### src/sldc_regs.vh
// sldc_regs.vh: constants shared by the segment lcd drive block.
// assumes it is included by bare name and holds definitions only.
`ifndef SLDC_REGS_VH
`define SLDC_REGS_VH

// drive level codes presented on each common and segment output
`define SLDC_LVL_GND      3'h0
`define SLDC_LVL_MID_LO   3'h1
`define SLDC_LVL_MID_HI   3'h2
`define SLDC_LVL_HI       3'h3
`define SLDC_LVL_MID      3'h4

// duty codes on {duty_select_hi, duty_select_lo}
`define SLDC_DUTY_STATIC  2'h0
`define SLDC_DUTY_HALF    2'h1
`define SLDC_DUTY_THIRD   2'h2
`define SLDC_DUTY_QUARTER 2'h3

// operating ticks per common slot at quarter duty, per clock path
`define SLDC_SLOT_SYS     10'h080
`define SLDC_SLOT_SUB     10'h040

// frame clock select: bit 3 low picks the subclock path
`define SLDC_FCS_SYS_BIT  3

// reset values
`define SLDC_RST_ALT      1'h0
`define SLDC_RST_ROW      2'h0
`define SLDC_RST_TICKS    10'h000
`define SLDC_RST_BYTE     8'h00

// geometry
`define SLDC_NUM_SEG      32
`define SLDC_NUM_COM      4
`define SLDC_RAM_BYTES    16

`endif

### src/sldc_clk_sel.v
// sldc_clk_sel: picks and divides the operating clock of the display.
// assumes sys_clock_run and sub_clock_tick are synchronous to clk.
`timescale 1ns/1ps
`include "sldc_regs.vh"

module sldc_clk_sel (
  input  wire       clk,
  input  wire       rst,
  input  wire       enable,
  input  wire [3:0] frame_clock_select,
  input  wire       sys_clock_run,
  input  wire       sub_clock_tick,
  output wire       op_tick,
  output wire       sub_path,
  output wire       clock_present
);

  reg  [7:0] sys_cnt_r;
  reg  [1:0] sub_cnt_r;
  wire [8:0] sys_mask9;
  wire [7:0] sys_mask;
  wire [1:0] sub_mask;
  wire       sys_tick;
  wire       sub_tick;

  assign sub_path = ~frame_clock_select[`SLDC_FCS_SYS_BIT];

  // system path divides by 2 up to 256; mask has k low ones for 2^k
  assign sys_mask9 = (9'h002 << frame_clock_select[2:0]) - 9'h001;
  assign sys_mask  = sys_mask9[7:0];
  // subclock path divides by 1, 2 or 4
  assign sub_mask  = frame_clock_select[1] ? 2'h3 :
                     (frame_clock_select[0] ? 2'h1 : 2'h0);

  // no system clock means no ticks at all on that path
  assign sys_tick = sys_clock_run & ((sys_cnt_r & sys_mask) == sys_mask);
  assign sub_tick = sub_clock_tick & ((sub_cnt_r & sub_mask) == sub_mask);

  // disabled in standby or module standby, so the subclock never reaches us
  assign op_tick       = enable & (sub_path ? sub_tick : sys_tick);
  assign clock_present = sub_path | sys_clock_run;

  // prescalers restart from zero whenever the display is off
  always @(posedge clk) begin
    if (rst || !enable) begin
      sys_cnt_r <= 8'h00;
      sub_cnt_r <= 2'h0;
    end else begin
      if (sys_clock_run)
        sys_cnt_r <= sys_cnt_r + 8'h01;
      if (sub_clock_tick)
        sub_cnt_r <= sub_cnt_r + 2'h1;
    end
  end

endmodule

### src/sldc_drive.v
// sldc_drive: segment lcd controller core, scan timing and drive levels.
// assumes all inputs are synchronous to CLK and the panel decodes the
// three-bit level code of each output into its physical voltage.
//
// Functional notes
// - boosted static: all four commons identical
// - boosted half duty: commons paired 1-2, 3-4
// - duty field picks static, half, third, quarter
// - only selected segment drivers are enabled
// - byte or word ram writes; duty-dependent mapping
// - scanning starts by itself once activated
// - waveform select chooses A or B alternation
// - level table per duty, data and alternation
// - absent system clock halts non-subclock display
// - reset or activate low stops the display
// - standby stops display and drive power
// - subclock gated from block in standby
// - module standby stops the display but not drive power
// - waveform select 0 is A, 1 is B
`timescale 1ns/1ps
`include "sldc_regs.vh"

module sldc_drive (
  input  wire        CLK,
  input  wire        RST,
  input  wire        COMMON_DRIVE_BOOST,
  input  wire        DUTY_SELECT_HI,
  input  wire        DUTY_SELECT_LO,
  input  wire [3:0]  SEGMENT_SELECT,
  input  wire [3:0]  FRAME_CLOCK_SELECT,
  input  wire        WAVEFORM_TYPE_SELECT,
  input  wire        DISPLAY_ACTIVATE,
  input  wire        DISPLAY_DATA_SHOW,
  input  wire        DRIVE_POWER_SWITCH,
  input  wire        SYS_CLOCK_RUN,
  input  wire        SUB_CLOCK_TICK,
  input  wire        STANDBY_MODE,
  input  wire        MODULE_STANDBY,
  input  wire        RAM_WRITE,
  input  wire        RAM_WORD,
  input  wire [3:0]  RAM_ADDR,
  input  wire [15:0] RAM_WDATA,
  output wire [15:0] RAM_RDATA,
  output wire [11:0] COM_LEVEL,
  output wire [3:0]  COM_DRIVE_EN,
  output wire [95:0] SEG_LEVEL,
  output wire [31:0] SEG_DRIVE_EN,
  output wire        ALTERNATION,
  output wire        DRIVE_POWER_ON,
  output wire        DISPLAY_RUNNING
);

  // display ram, one byte per address
  reg  [7:0]  ram_r [0:`SLDC_RAM_BYTES-1];
  reg  [15:0] rdata_r;

  // scan state
  reg  [9:0]  ticks_r;
  reg  [1:0]  row_r;
  reg         alt_r;
  reg  [9:0]  ticks_nxt;
  reg  [1:0]  row_nxt;
  reg         alt_nxt;

  // registered outputs
  reg  [11:0] com_level_r;
  reg  [3:0]  com_en_r;
  reg  [95:0] seg_level_r;
  reg  [31:0] seg_en_r;
  reg         power_r;
  reg         running_r;

  wire [11:0] com_level_nxt;
  wire [3:0]  com_en_nxt;
  wire [95:0] seg_level_nxt;
  wire [31:0] seg_en_nxt;

  wire [1:0]  duty;
  wire        disp_on;
  wire        op_tick;
  wire        sub_path;
  wire        clock_present;
  wire [1:0]  slot_shift;
  wire [9:0]  slot_base;
  wire [9:0]  slot_len;
  wire [9:0]  slot_last;
  wire        slot_end;
  wire        frame_end;
  wire        boost_pair;

  integer     i;

  // ram bit holding segment seg in common row row, per duty
  function [6:0] sldc_bit_index;
    input [4:0] seg;
    input [1:0] row;
    input [1:0] dty;
    begin
      if (dty == `SLDC_DUTY_STATIC)
        sldc_bit_index = {2'h0, seg};
      else if (dty == `SLDC_DUTY_HALF)
        sldc_bit_index = {1'h0, seg, row[0]};
      else
        sldc_bit_index = {seg, row};
    end
  endfunction

  // drive level from data, alternation and duty for either pin kind
  function [2:0] sldc_level;
    input       is_com;
    input       d;
    input       m;
    input [1:0] dty;
    reg   [1:0] dm;
    begin
      dm = {d, m};
      if (dty == `SLDC_DUTY_STATIC && is_com) begin
        sldc_level = m ? `SLDC_LVL_GND : `SLDC_LVL_HI;
      end else if (dty == `SLDC_DUTY_HALF && is_com) begin
        if (!d)
          sldc_level = `SLDC_LVL_MID;
        else
          sldc_level = m ? `SLDC_LVL_GND : `SLDC_LVL_HI;
      end else if (dty == `SLDC_DUTY_STATIC || dty == `SLDC_DUTY_HALF) begin
        sldc_level = (d ^ m) ? `SLDC_LVL_GND : `SLDC_LVL_HI;
      end else if (is_com) begin
        case (dm)
          2'h0:    sldc_level = `SLDC_LVL_MID_LO;
          2'h1:    sldc_level = `SLDC_LVL_MID_HI;
          2'h2:    sldc_level = `SLDC_LVL_HI;
          default: sldc_level = `SLDC_LVL_GND;
        endcase
      end else begin
        case (dm)
          2'h0:    sldc_level = `SLDC_LVL_MID_HI;
          2'h1:    sldc_level = `SLDC_LVL_MID_LO;
          2'h2:    sldc_level = `SLDC_LVL_GND;
          default: sldc_level = `SLDC_LVL_HI;
        endcase
      end
    end
  endfunction

  assign duty = {DUTY_SELECT_HI, DUTY_SELECT_LO};

  // the block runs only when activated and neither standby is in force
  assign disp_on = DISPLAY_ACTIVATE & ~STANDBY_MODE & ~MODULE_STANDBY;

  sldc_clk_sel u_clk_sel (
    .clk                (CLK),
    .rst                (RST),
    .enable             (disp_on),
    .frame_clock_select (FRAME_CLOCK_SELECT),
    .sys_clock_run      (SYS_CLOCK_RUN),
    .sub_clock_tick     (SUB_CLOCK_TICK),
    .op_tick            (op_tick),
    .sub_path           (sub_path),
    .clock_present      (clock_present)
  );

  // slot length: fewer commons means longer slots, same frame ticks;
  // third duty keeps quarter-duty slots (128 or 64 ticks) so its frame runs 4/3 faster
  assign slot_shift = (duty == `SLDC_DUTY_STATIC) ? 2'h2 :
                      ((duty == `SLDC_DUTY_HALF) ? 2'h1 : 2'h0);
  assign slot_base  = sub_path ? `SLDC_SLOT_SUB : `SLDC_SLOT_SYS;
  assign slot_len   = slot_base << slot_shift;
  assign slot_last  = slot_len - 10'h001;
  assign slot_end   = op_tick && (ticks_r >= slot_last);
  // last row index equals the duty code; >= covers a duty change mid-frame
  assign frame_end  = slot_end && (row_r >= duty);

  // scan sequencer; no start command, a tick alone advances it
  always @* begin
    ticks_nxt = ticks_r;
    row_nxt   = row_r;
    alt_nxt   = alt_r;
    if (op_tick) begin
      if (slot_end) begin
        ticks_nxt = `SLDC_RST_TICKS;
        row_nxt   = frame_end ? `SLDC_RST_ROW : row_r + 2'h1;
      end else begin
        ticks_nxt = ticks_r + 10'h001;
      end
      // A flips once per frame; B flips every slot for finer balance
      if (!WAVEFORM_TYPE_SELECT) begin
        if (frame_end)
          alt_nxt = ~alt_r;
      end else if (slot_end) begin
        alt_nxt = ~alt_r;
      end
    end
  end

  // a stopped display restarts from the first row of a fresh frame;
  // a missing clock only freezes the scan, which is why low-power
  // modes need a subclock source to avoid dc on the glass
  always @(posedge CLK) begin
    if (RST || !disp_on) begin
      ticks_r <= `SLDC_RST_TICKS;
      row_r   <= `SLDC_RST_ROW;
      alt_r   <= `SLDC_RST_ALT;
    end else begin
      ticks_r <= ticks_nxt;
      row_r   <= row_nxt;
      alt_r   <= alt_nxt;
    end
  end

  // ram writes: word puts the high byte at the even address
  always @(posedge CLK) begin
    if (RST) begin
      for (i = 0; i < `SLDC_RAM_BYTES; i = i + 1)
        ram_r[i] <= `SLDC_RST_BYTE;
    end else if (RAM_WRITE) begin
      if (RAM_WORD) begin
        ram_r[{RAM_ADDR[3:1], 1'b0}] <= RAM_WDATA[15:8];
        ram_r[{RAM_ADDR[3:1], 1'b1}] <= RAM_WDATA[7:0];
      end else begin
        ram_r[RAM_ADDR] <= RAM_WDATA[7:0];
      end
    end
  end

  // readback of the addressed word, one cycle after the address
  always @(posedge CLK) begin
    if (RST)
      rdata_r <= 16'h0000;
    else
      rdata_r <= {ram_r[{RAM_ADDR[3:1], 1'b0}], ram_r[{RAM_ADDR[3:1], 1'b1}]};
  end

  // boost only means something at static and half duty
  assign boost_pair = COMMON_DRIVE_BOOST &&
                      (duty == `SLDC_DUTY_STATIC || duty == `SLDC_DUTY_HALF);

  genvar g;

  // common pins: map each physical pin to a logical common row
  generate
    for (g = 0; g < `SLDC_NUM_COM; g = g + 1) begin : com_gen
      localparam [1:0] PIN = g;
      wire [1:0] lidx;
      wire       sel;
      assign lidx = !boost_pair ? PIN :
                    ((duty == `SLDC_DUTY_STATIC) ? 2'h0 :
                     {1'b0, PIN[1]});
      assign sel  = (lidx == row_r);
      assign com_en_nxt[g] = boost_pair | (PIN <= duty);
      assign com_level_nxt[3*g+2:3*g] = sldc_level(1'b1, sel, alt_r, duty);
    end
  endgenerate

  // segment pins: enabled four at a time by the segment select field
  generate
    for (g = 0; g < `SLDC_NUM_SEG; g = g + 1) begin : seg_gen
      localparam [4:0] SEG_ID = g;
      wire [6:0] bi;
      wire       d;
      assign bi = sldc_bit_index(SEG_ID, row_r, duty);
      // blanking forces unlit data without touching ram
      assign d  = DISPLAY_DATA_SHOW & ram_r[bi[6:3]][bi[2:0]];
      assign seg_en_nxt[g] = ({1'b0, SEG_ID[4:2]} < SEGMENT_SELECT);
      assign seg_level_nxt[3*g+2:3*g] = sldc_level(1'b0, d, alt_r, duty);
    end
  endgenerate

  // output stage; stopped display grounds everything and drops enables
  always @(posedge CLK) begin
    if (RST || !disp_on) begin
      com_level_r <= 12'h000;
      com_en_r    <= 4'h0;
      seg_level_r <= 96'h0;
      seg_en_r    <= 32'h00000000;
    end else begin
      com_level_r <= com_level_nxt;
      com_en_r    <= com_en_nxt;
      seg_level_r <= seg_level_nxt;
      seg_en_r    <= seg_en_nxt;
    end
  end

  // drive supply follows the switch only while activated and not in standby
  always @(posedge CLK) begin
    if (RST) begin
      power_r   <= 1'b0;
      running_r <= 1'b0;
    end else begin
      power_r   <= DRIVE_POWER_SWITCH & DISPLAY_ACTIVATE & ~STANDBY_MODE;
      running_r <= disp_on & clock_present;
    end
  end

  assign RAM_RDATA       = rdata_r;
  assign COM_LEVEL       = com_level_r;
  assign COM_DRIVE_EN    = com_en_r;
  assign SEG_LEVEL       = seg_level_r;
  assign SEG_DRIVE_EN    = seg_en_r;
  assign ALTERNATION     = alt_r;
  assign DRIVE_POWER_ON  = power_r;
  assign DISPLAY_RUNNING = running_r;

endmodule

### config.mk
export PLATFORM = sky130hd
export DESIGN_NAME = sldc_drive
export DESIGN_NICKNAME = d
export VERILOG_FILES = /design/src/sldc_clk_sel.v /design/src/sldc_drive.v
export VERILOG_INCLUDE_DIRS = /design/src /design/src/src
export SDC_FILE = /design/constraint.sdc
export NUM_CORES = 1
export LEC_CHECK = 0
export BUFFER_PORTS_ARGS = -buffer_cell sky130_fd_sc_hd__buf_4
export CAP_MARGIN = 15
export CORE_ASPECT_RATIO = 1.2
export CORE_MARGIN = 10
export CORE_UTILIZATION = 58
export CTS_CLUSTER_DIAMETER = 40
export DETAILED_ROUTE_END_ITERATION = 6
export PLACE_DENSITY = 0.8
export SYNTH_ARGS = -nofsm -noshare
export SYNTH_HDL_FRONTEND = slang
export SYNTH_SLANG_ARGS = --single-unit
export TNS_END_PERCENT = 30
### constraint.sdc
create_clock -name CLK -period 5.2 [get_ports CLK]
set_input_delay 1.3 -clock CLK [delete_from_list [all_inputs] [get_ports CLK]]
set_output_delay 1.3 -clock CLK [all_outputs]
set_load 0.03 [all_outputs]
==> results of run 1 <==
report_power, final:
part	switching (mW)	internal [mW]	leakage [nW]
clock	0.872	1.25	0.516
combinational	0.375	0.232	3.38
sequential	0.0974	2.22	2.27
metal layers:
metal / vias to the layer above / GRT usage [%] / wire, um
met4: 6 / 13.6 / 2410
li1: 4791 / - / -
met1: 5278 / 32.1 / 15400
met2: 765 / 43.7 / 19600
met5: - / 0 / 57
met3: 169 / 4.91 / 4440
layout by cell type (no fill, tap or decap), types with 7 or more instances in the layout:
cell type / netlist / layout
sky130_fd_sc_hd__buf_4: 61 / 185
sky130_fd_sc_hd__nor2_1: 155 / 155
sky130_fd_sc_hd__edfxtp_1: 128 / 128
sky130_fd_sc_hd__dfxtp_1: 129 / 127
sky130_fd_sc_hd__and2_1: 79 / 79
sky130_fd_sc_hd__mux2i_1: 75 / 75
sky130_fd_sc_hd__a21oi_1: 59 / 59
sky130_fd_sc_hd__o21ai_0: 54 / 54
sky130_fd_sc_hd__mux4_2: 53 / 53
sky130_fd_sc_hd__nand2_1: 42 / 42
sky130_fd_sc_hd__clkbuf_16: 0 / 34
sky130_fd_sc_hd__conb_1: 2 / 33
sky130_fd_sc_hd__xnor2_1: 32 / 32
sky130_fd_sc_hd__a211oi_1: 27 / 27
sky130_fd_sc_hd__nand2b_1: 25 / 25
sky130_fd_sc_hd__ha_1: 18 / 18
sky130_fd_sc_hd__a22oi_1: 16 / 16
sky130_fd_sc_hd__inv_1: 14 / 14
sky130_fd_sc_hd__a21o_1: 14 / 14
sky130_fd_sc_hd__nor3_1: 13 / 13
sky130_fd_sc_hd__or2_2: 10 / 10
sky130_fd_sc_hd__nand4_1: 10 / 10
sky130_fd_sc_hd__o211ai_1: 10 / 10
sky130_fd_sc_hd__a22o_1: 9 / 9
sky130_fd_sc_hd__mux2_2: 9 / 9
sky130_fd_sc_hd__nand3_1: 9 / 9
sky130_fd_sc_hd__and3_1: 8 / 8
sky130_fd_sc_hd__nor3b_1: 8 / 8
sky130_fd_sc_hd__a31oi_1: 8 / 8
sky130_fd_sc_hd__o21a_1: 8 / 8
sky130_fd_sc_hd__o31ai_1: 7 / 7
sky130_fd_sc_hd__or3_1: 7 / 7
worst paths after layout:
| check | startpoint | endpoint | slack [ns] | depth (start not counted) |
|---|---|---|---|---|
| max | DUTY_SELECT_HI | ticks_r[4] | 1.26 | 12 |
| min | ticks_r[1] | ticks_r[1] | 0.50 | 2 |
| max reg2reg | row_r[1] | SEG_LEVEL[82] | 2.38 | 6 |
| min reg2reg | ticks_r[1] | ticks_r[1] | 0.50 | 2 |
worst register-to-register path: cells and delay by family (launching register included):
kind / cells / cell delay [ns]
AOI/OAI and AO/OA: 3 / 0.99
muxes: 1 / 0.25
buffers and inverters: 2 / 0.65
DFF: 1 / 0.82
metrics by stage:
| stage | hold slack (ns) | setup slack [ns] | power (mW) |
|---|---|---|---|
| after floorplan | 0.462 | 0.981 | 2.74 |
| after global routing | 0.541 | 1.01 | 5.18 |
| after detailed placement | 0.493 | 0.762 | 2.94 |
| after global placement | 0.474 | 0.893 | 2.93 |
| after CTS | 0.501 | 1.33 | 5.04 |
| final | 0.500 | 1.26 | 5.04 |
cell families after synthesis:
logic type / share of synthesized area (%)
simple gates: 14.4
buf+inv: 6.76
fa+ha+maj: 1.64
mux: 15.0
compound gates: 13.0
flops: 46.8
xor+xnor: 2.36
other cells: 0.0547
final cells by class:
| class | instances | area share, % |
|---|---|---|
| clock buffer | 42 | 5.74 |
| clock inverter | 15 | 0.839 |
| inverter | 16 | 0.380 |
| multi-input combinational | 885 | 41.1 |
| sequential | 257 | 40.7 |
| tap | 315 | 2.49 |
| timing repair buffer | 185 | 8.78 |
state kept, by name, indices dropped and copies added (netlist names), 2 cells and up:
signal / cells
COM_DRIVE_EN: 4
u_clk_sel.sys_cnt_r: 8
SEG_LEVEL: 64
RAM_RDATA: 16
ticks_r: 10
SEG_DRIVE_EN: 8
u_clk_sel.sub_cnt_r: 2
row_r: 2
COM_LEVEL: 12
ram_r: 128
==> Flow_metrics.wiki, run 1 <==
{| class="wikitable"
! Metric !! Value
|-
| Post-place instance area || about 15000 sq um
|-
| Final setup TNS || 0 ns
|-
| Cells traversed along the worst timing path || buf_4 > and2b_1 > inv_1 > ha_1 > xnor2_1 > nor2_1 > ha_1 > and4_1 > a221oi_1 > o21ai_0 > nor3_1 > a32o_1
|-
| H-Tree Level Count || 1
|-
| Instance count after placement with tap cells included || 1658
|-
| Area of the multi-input gates || between 6000 and 7000 sq um
|-
| Area used by sequential logic in the layout || between 6000 and 7000 sq um
|-
| Worst-Margin Slew || ~1.0 ns
|-
| Number of clock sinks seen by CTS || between 200 and 300
|-
| Total length of routed wires || ~42000 um
|-
| Number of clock buffers inserted by TritonCTS || 31
|-
| Antenna-violating nets left || 0
|-
| Detailed-route wire length per cell || approximately 24 um
|-
| Part of the Yosys area used for sequential elements || between 40% and 50%
|-
| Nets || 1437
|-
| Clock-pin slew reported for the worst setup and hold paths after clock tree synthesis || ~0.06 ns
|-
| Initial antenna violation count || 3
|-
| Slowest stage cell on the critical path || sky130_fd_sc_hd__nor3_1
|-
| Via total after detailed routing || ~11000
|-
| Leakage || 6.17 nW
|-
| Cell count after synthesis || between 1000 and 1500
|-
| Max incr delay on CP || slightly below 0.6 ns
|-
| Fin cells || around 1700
|-
| Mean area per synthesized cell || between 10 and 15 sq um
|-
| Data arrival time of the worst path || between 4 and 5 ns
|-
| Setup CP Type || input port to flip-flop
|-
| Period utilization || between 70% and 80%
|-
| Category of cells accounting for the largest share of critical-path delay || simple AND/OR/NAND/NOR gates
|-
| Drt via density || approximately 6.4
|-
| Wire length of the first global-routing pass || between 60000 and 70000 um
|-
| Area grow syn2layout || 15.1%
|-
| HPWL reported at the end of detailed placement || around 30000 um
|-
| DIE WIDTH || between 150 and 200 um
|-
| Most frequent cell after synthesis || sky130_fd_sc_hd__nor2_1
|-
| Number of iterations in the first detailed-routing pass || 7
|-
| Power density normalized to cell area || between 300 and 400 nW/um^2
|-
| Leading post-synthesis cells by instance count || 155 x sky130_fd_sc_hd__nor2_1, 129 x sky130_fd_sc_hd__dfxtp_1, 128 x sky130_fd_sc_hd__edfxtp_1
|-
| Count of routing violations after the opening detailed-route iteration || roughly 1400
|-
| Yosys top cell by area || sky130_fd_sc_hd__edfxtp_1
|-
| Via count of the first global-routing pass || ~11000
|-
| CORE AREA || 23300 sq um
|-
| Run status || finished clean
|-
| # DRC || 0
|-
| Cts hold-fix bufs || 0
|-
| Starting utilization of the core area || around three fifths
|-
| Synth Cell Area || roughly 14000 sq um
|-
| Critical path buffer and inverter count || 2
|-
| PostCTS Resize Cnt || 0
|-
| Setup crit start kind || input port
|-
| Port bufs || ~170
|-
| Utilization after layout || 67.9%
|-
| Maximum clock skew at final layout || around 0.015 ns
|-
| #FFs+latches synth || around 260
|-
| Later-pin clock latency in the skew report || 0.56 ns
|-
| Most used cell along the critical path || sky130_fd_sc_hd__ha_1
|-
| Antenna diode count || 0
|-
| Yosys synthesis warning count || 0
|-
| Number of flops mapped to enable cells by yosys || 128
|-
| Hold Violations, Final || 0
|-
| Filler instances || about 1700
|-
| Area share of the largest cell type after synthesis || between 20% and 30%
|-
| Count of buffers added by post-CTS timing repair for setup || 0
|-
| Total I/O pin count || roughly 200
|-
| Final setup violation count || 0
|-
| Class of the worst hold path || flip-flop to flip-flop
|-
| Peak VDD IR || 0.213 mV
|-
| Placer's final routability congestion estimate || ~1.0
|-
| # rows || 61
|-
| Normalized max-slew margin || just over 30%
|-
| Clock root buffer || sky130_fd_sc_hd__clkbuf_16
|-
| Timing-limited maximum frequency || around 0.25 GHz
|-
| Synth cell types || 73
|-
| CP max FO || 7
|-
| Top post-synthesis cells by area || sky130_fd_sc_hd__edfxtp_1 28%, sky130_fd_sc_hd__dfxtp_1 19%, sky130_fd_sc_hd__mux4_2 8.7%
|-
| Setup crit end kind || flip-flop
|-
| Max Cap Viol || 0
|-
| Max-slew violation total from the final report || 0
|-
| Required arrival time at the worst endpoint || 5.70 ns
|-
| Asr flop ratio synth || 0%
|-
| Chip height || between 150 and 200 um
|-
| Grt total ovfl || 0
|-
| Final Cell Area || about 16000 sq um
|-
| Commonest register cell after synthesis || sky130_fd_sc_hd__dfxtp_1
|-
| Fraction of final layout cells sized beyond drive strength 1 || 22.9%
|-
| Die footprint || between 30000 and 40000 sq um
|-
| Total routing resource utilization after global routing || a little over a quarter
|-
| TritonCTS clock tree || done
|-
| Longest Clk Path Bufs || 3
|-
| Period minus WS final || a little under 4 ns
|-
| Pin count of the biggest net entering global routing || between 90 and 100
|-
| RSZ-0062 raised after global routing || false
|}
Note: power is estimated with default switching activity, not from simulation.
==> run 2, diff against run 1 <==
==> constraint.sdc (replaced) <==
create_clock -name CLK -period 3.7 [get_ports CLK]
set_input_delay 0.925 -clock CLK [delete_from_list [all_inputs] [get_ports CLK]]
set_output_delay 0.925 -clock CLK [all_outputs]
set_load 0.03 [all_outputs]
==> run 2 against run 1 <==
Against the previous run: the run now ends with DRC left; non-clock buffer count rose by 22; count of clock-buffer cells in the layout fell by 7; global-route usage rose by 0.44 points; wire length rose by 0.92%; utilization rose by 0.38 points; first-iteration DRC count rose by 6.0%; clock skew fell by 0.0031 ns; sequential cell count did not move; critical path depth did not move; final cell count rose by 1.1%; design area rose by 0.55%; critical path type unchanged; largest cell class unchanged.
==> Flow_metrics.wiki, run 2 (synthesis results as in run 1) <==
{| class="wikitable"
! Metric !! Value
|-
| Run status || finished, violations left (was finished clean)
|-
| Violated checks || DRC
|-
| Via count of the first global-routing pass || 10889 (was 10739)
|-
| Detailed-route wire length per cell || 24.4 um (about the same)
|-
| Max-slew violation total from the final report || 0 (unchanged)
|-
| # rows || 61 (unchanged)
|-
| Worst hold path stage count || 2 (unchanged)
|-
| Wire length of the first global-routing pass || 64100 um (was 63400 um)
|-
| Minimum setup slack among reg-to-reg paths || 0.89 ns (was 2.38 ns)
|-
| Initial antenna violation count || 1 (was 3)
|-
| Final setup violation count || 0 (unchanged)
|-
| TritonCTS clock tree || done (unchanged)
|-
| Flop pwr share || 47.3% (was 45.9%)
|-
| Starting utilization of the core area || 59.0% (unchanged)
|-
| Filler instances || 1744 (was 1714)
|-
| Later-pin clock latency in the skew report || 0.55 ns (was 0.56 ns)
|-
| Launch point of the worst path || DUTY_SELECT_LO (was DUTY_SELECT_HI)
|-
| Maximum clock skew at final layout || 0.0119 ns (was 0.0150 ns)
|-
| Worst-Margin Slew || 0.992 ns (was 1.04 ns)
|-
| Area of the multi-input gates || 6500 sq um (about the same)
|-
| Clock-pin slew reported for the worst setup and hold paths after clock tree synthesis || 0.06 ns (about the same)
|-
| CORE AREA || 23300 sq um (unchanged)
|-
| # DRC || 3 (was 0)
|-
| Normalized max-slew margin || 33.8% (was 30.8%)
|-
| Antenna-violating nets left || 0 (unchanged)
|-
| HPWL reported at the end of detailed placement || 31000 um (was 30300 um)
|-
| Area used by sequential logic in the layout || 6430 sq um (unchanged)
|-
| PostCTS Resize Cnt || 0 (unchanged)
|-
| Port bufs || 173 (unchanged)
|-
| Cts hold-fix bufs || 0 (unchanged)
|-
| Period utilization || about four fifths
|-
| Timing-limited maximum frequency || between 0.3 and 0.4 GHz
|-
| CP max FO || 19 (was 7)
|-
| Setup crit start kind || input port (unchanged)
|-
| Clock group share of total power || 40.1% (was 42.0%)
|-
| Setup CP Type || input port to flip-flop (unchanged)
|-
| Data arrival time of the worst path || 3.43 ns (was 4.43 ns)
|-
| Reg with most FFs || ram_r (unchanged)
|-
| Total routing resource utilization after global routing || 26.8% (was 26.4%)
|-
| Pin count of the biggest net entering global routing || 92 (unchanged)
|-
| Grt total ovfl || 0 (unchanged)
|-
| Launching point of the worst reg2reg path || ALTERNATION (was row_r[1])
|-
| RSZ-0062 raised after global routing || false (unchanged)
|-
| Max Cap Viol || 0 (unchanged)
|-
| Hold Slack || 0.504 ns (was 0.500 ns)
|-
| Clock root buffer || sky130_fd_sc_hd__clkbuf_16 (unchanged)
|-
| H-Tree Level Count || 1 (unchanged)
|-
| Total I/O pin count || 206 (unchanged)
|-
| Post-place instance area || 15000 sq um (was 14800 sq um)
|-
| Number of iterations in the first detailed-routing pass || 7 (unchanged)
|-
| Count of buffers added by post-CTS timing repair for setup || 0 (unchanged)
|-
| Count of routing violations after the opening detailed-route iteration || 1447 (was 1365)
|-
| Highest-count cells in the layout ignoring fill and taps || 206 x sky130_fd_sc_hd__buf_4, 155 x sky130_fd_sc_hd__nor2_1, 128 x sky130_fd_sc_hd__edfxtp_1 (was 185 x sky130_fd_sc_hd__buf_4, 155 x sky130_fd_sc_hd__nor2_1, 128 x sky130_fd_sc_hd__edfxtp_1)
|-
| Setup crit end kind || flip-flop (unchanged)
|-
| Peak VDD IR || 0.416 mV (was 0.213 mV)
|-
| Final setup TNS || 0 ns (unchanged)
|-
| Leakage || 6.22 nW (was 6.17 nW)
|-
| Most common library cell in the layout ignoring fill and taps || sky130_fd_sc_hd__buf_4 (unchanged)
|-
| DIE WIDTH || 160 um (unchanged)
|-
| Number of flip-flops under the largest register name || 128 (unchanged)
|-
| Number of clock sinks seen by CTS || 257 (unchanged)
|-
| Nets || 1457 (was 1437)
|-
| Internal cell power || 5.01 mW (was 3.70 mW)
|-
| Total length of routed wires || 42300 um (was 41900 um)
|-
| Period minus WS final || 2.95 ns
|-
| Depth of the worst register-to-register path || 4 (was 6)
|-
| Total power of the final layout || 6.88 mW (was 5.04 mW)
|-
| Via total after detailed routing || 11061 (was 11009)
|-
| Dpl ws || 0.215 ns (was 0.762 ns)
|-
| Final Cell Area || 15900 sq um (was 15800 sq um)
|-
| Longest Clk Path Bufs || 3 (unchanged)
|-
| Combinational group share of total power || 12.6% (was 12.0%)
|-
| Power density normalized to cell area || 433 nW/um^2 (was 319 nW/um^2)
|-
| Required arrival time at the worst endpoint || 4.17 ns (was 5.70 ns)
|-
| Min-delay src || ticks_r[1] (unchanged)
|-
| Placer's final routability congestion estimate || 1.03 (was 1.02)
|-
| Drt via density || 6.38 (was 6.42)
|-
| Hold Violations, Final || 0 (unchanged)
|-
| Class of the worst hold path || flip-flop to flip-flop (unchanged)
|-
| Die footprint || 30300 sq um (unchanged)
|-
| Fraction of final layout cells sized beyond drive strength 1 || 23.6% (was 22.9%)
|-
| Area grow syn2layout || 15.8% (was 15.1%)
|-
| Final critical-path setup slack || 0.745 ns (was 1.26 ns)
|-
| Switching Fraction || 27.1% (was 26.7%)
|-
| Switching pwr || 1.87 mW (was 1.34 mW)
|-
| Chip height || 189 um (unchanged)
|-
| Number of clock buffers inserted by TritonCTS || 29 (was 31)
|}
-- run 2: final timing paths --
kind                                endpoint
worst min register to register    ticks_r[1]
worst min-delay path              ticks_r[1]
worst max register to register  COM_LEVEL[1]
worst max-delay path              ticks_r[9]
-- run 2: metal layers --
metal / GRT usage (%) / vias to the layer above / share of wire, %
met2: 45.2 / 809 / 48
met5: 0 / - / 0
li1: - / 4829 / -
met1: 32.4 / 5260 / 36
met4: 11.6 / 0 / 5.1
met3: 5.84 / 163 / 11
-- run 2: critical path, cell delays in order --
cell and delay [ns]:
sky130_fd_sc_hd__buf_4 0.20, sky130_fd_sc_hd__and2b_1 0.17, sky130_fd_sc_hd__inv_1 0.06, sky130_fd_sc_hd__ha_1 0.28
sky130_fd_sc_hd__xnor2_1 0.16, sky130_fd_sc_hd__nor2_1 0.06, sky130_fd_sc_hd__ha_1 0.28, sky130_fd_sc_hd__and4_1 0.20
sky130_fd_sc_hd__a221oi_1 0.32, sky130_fd_sc_hd__o21a_1 0.42, sky130_fd_sc_hd__o211ai_1 0.16, sky130_fd_sc_hd__a31oi_1 0.18
-- run 2: cell type report --
cell class                      count  area share (%)
Antenna cell                        1          0.0157
Clock buffer                       35            4.97
Clock inverter                     18           0.952
Inverter                           16           0.378
Multi-Input combinational cell    885            40.9
Sequential cell                   257            40.5
Tap cell                          315            2.48
Timing Repair Buffer              207            9.85
-- run 2: metrics by stage --
| stage | utilization [%] | std cells |
|---|---|---|
| after floorplan | - | 1320 |
| after global routing | 68.3 | 1733 |
| after global placement | 64.2 | 1680 |
| after CTS | 68.3 | 1733 |
| after detailed placement | 64.2 | 1680 |
| final | 68.3 | 1734 |
-- run 2: power by group through the flow --
stage | Combinational (mW) | Clock (mW) | Sequential, mW
after CTS | 0.860 | 2.77 | 3.24
final | 0.869 | 2.76 | 3.25
after detailed placement | 0.857 | 0 | 3.30
after global routing | 0.924 | 2.89 | 3.25
after floorplan | 0.554 | 0 | 3.30
after global placement | 0.842 | 0 | 3.29
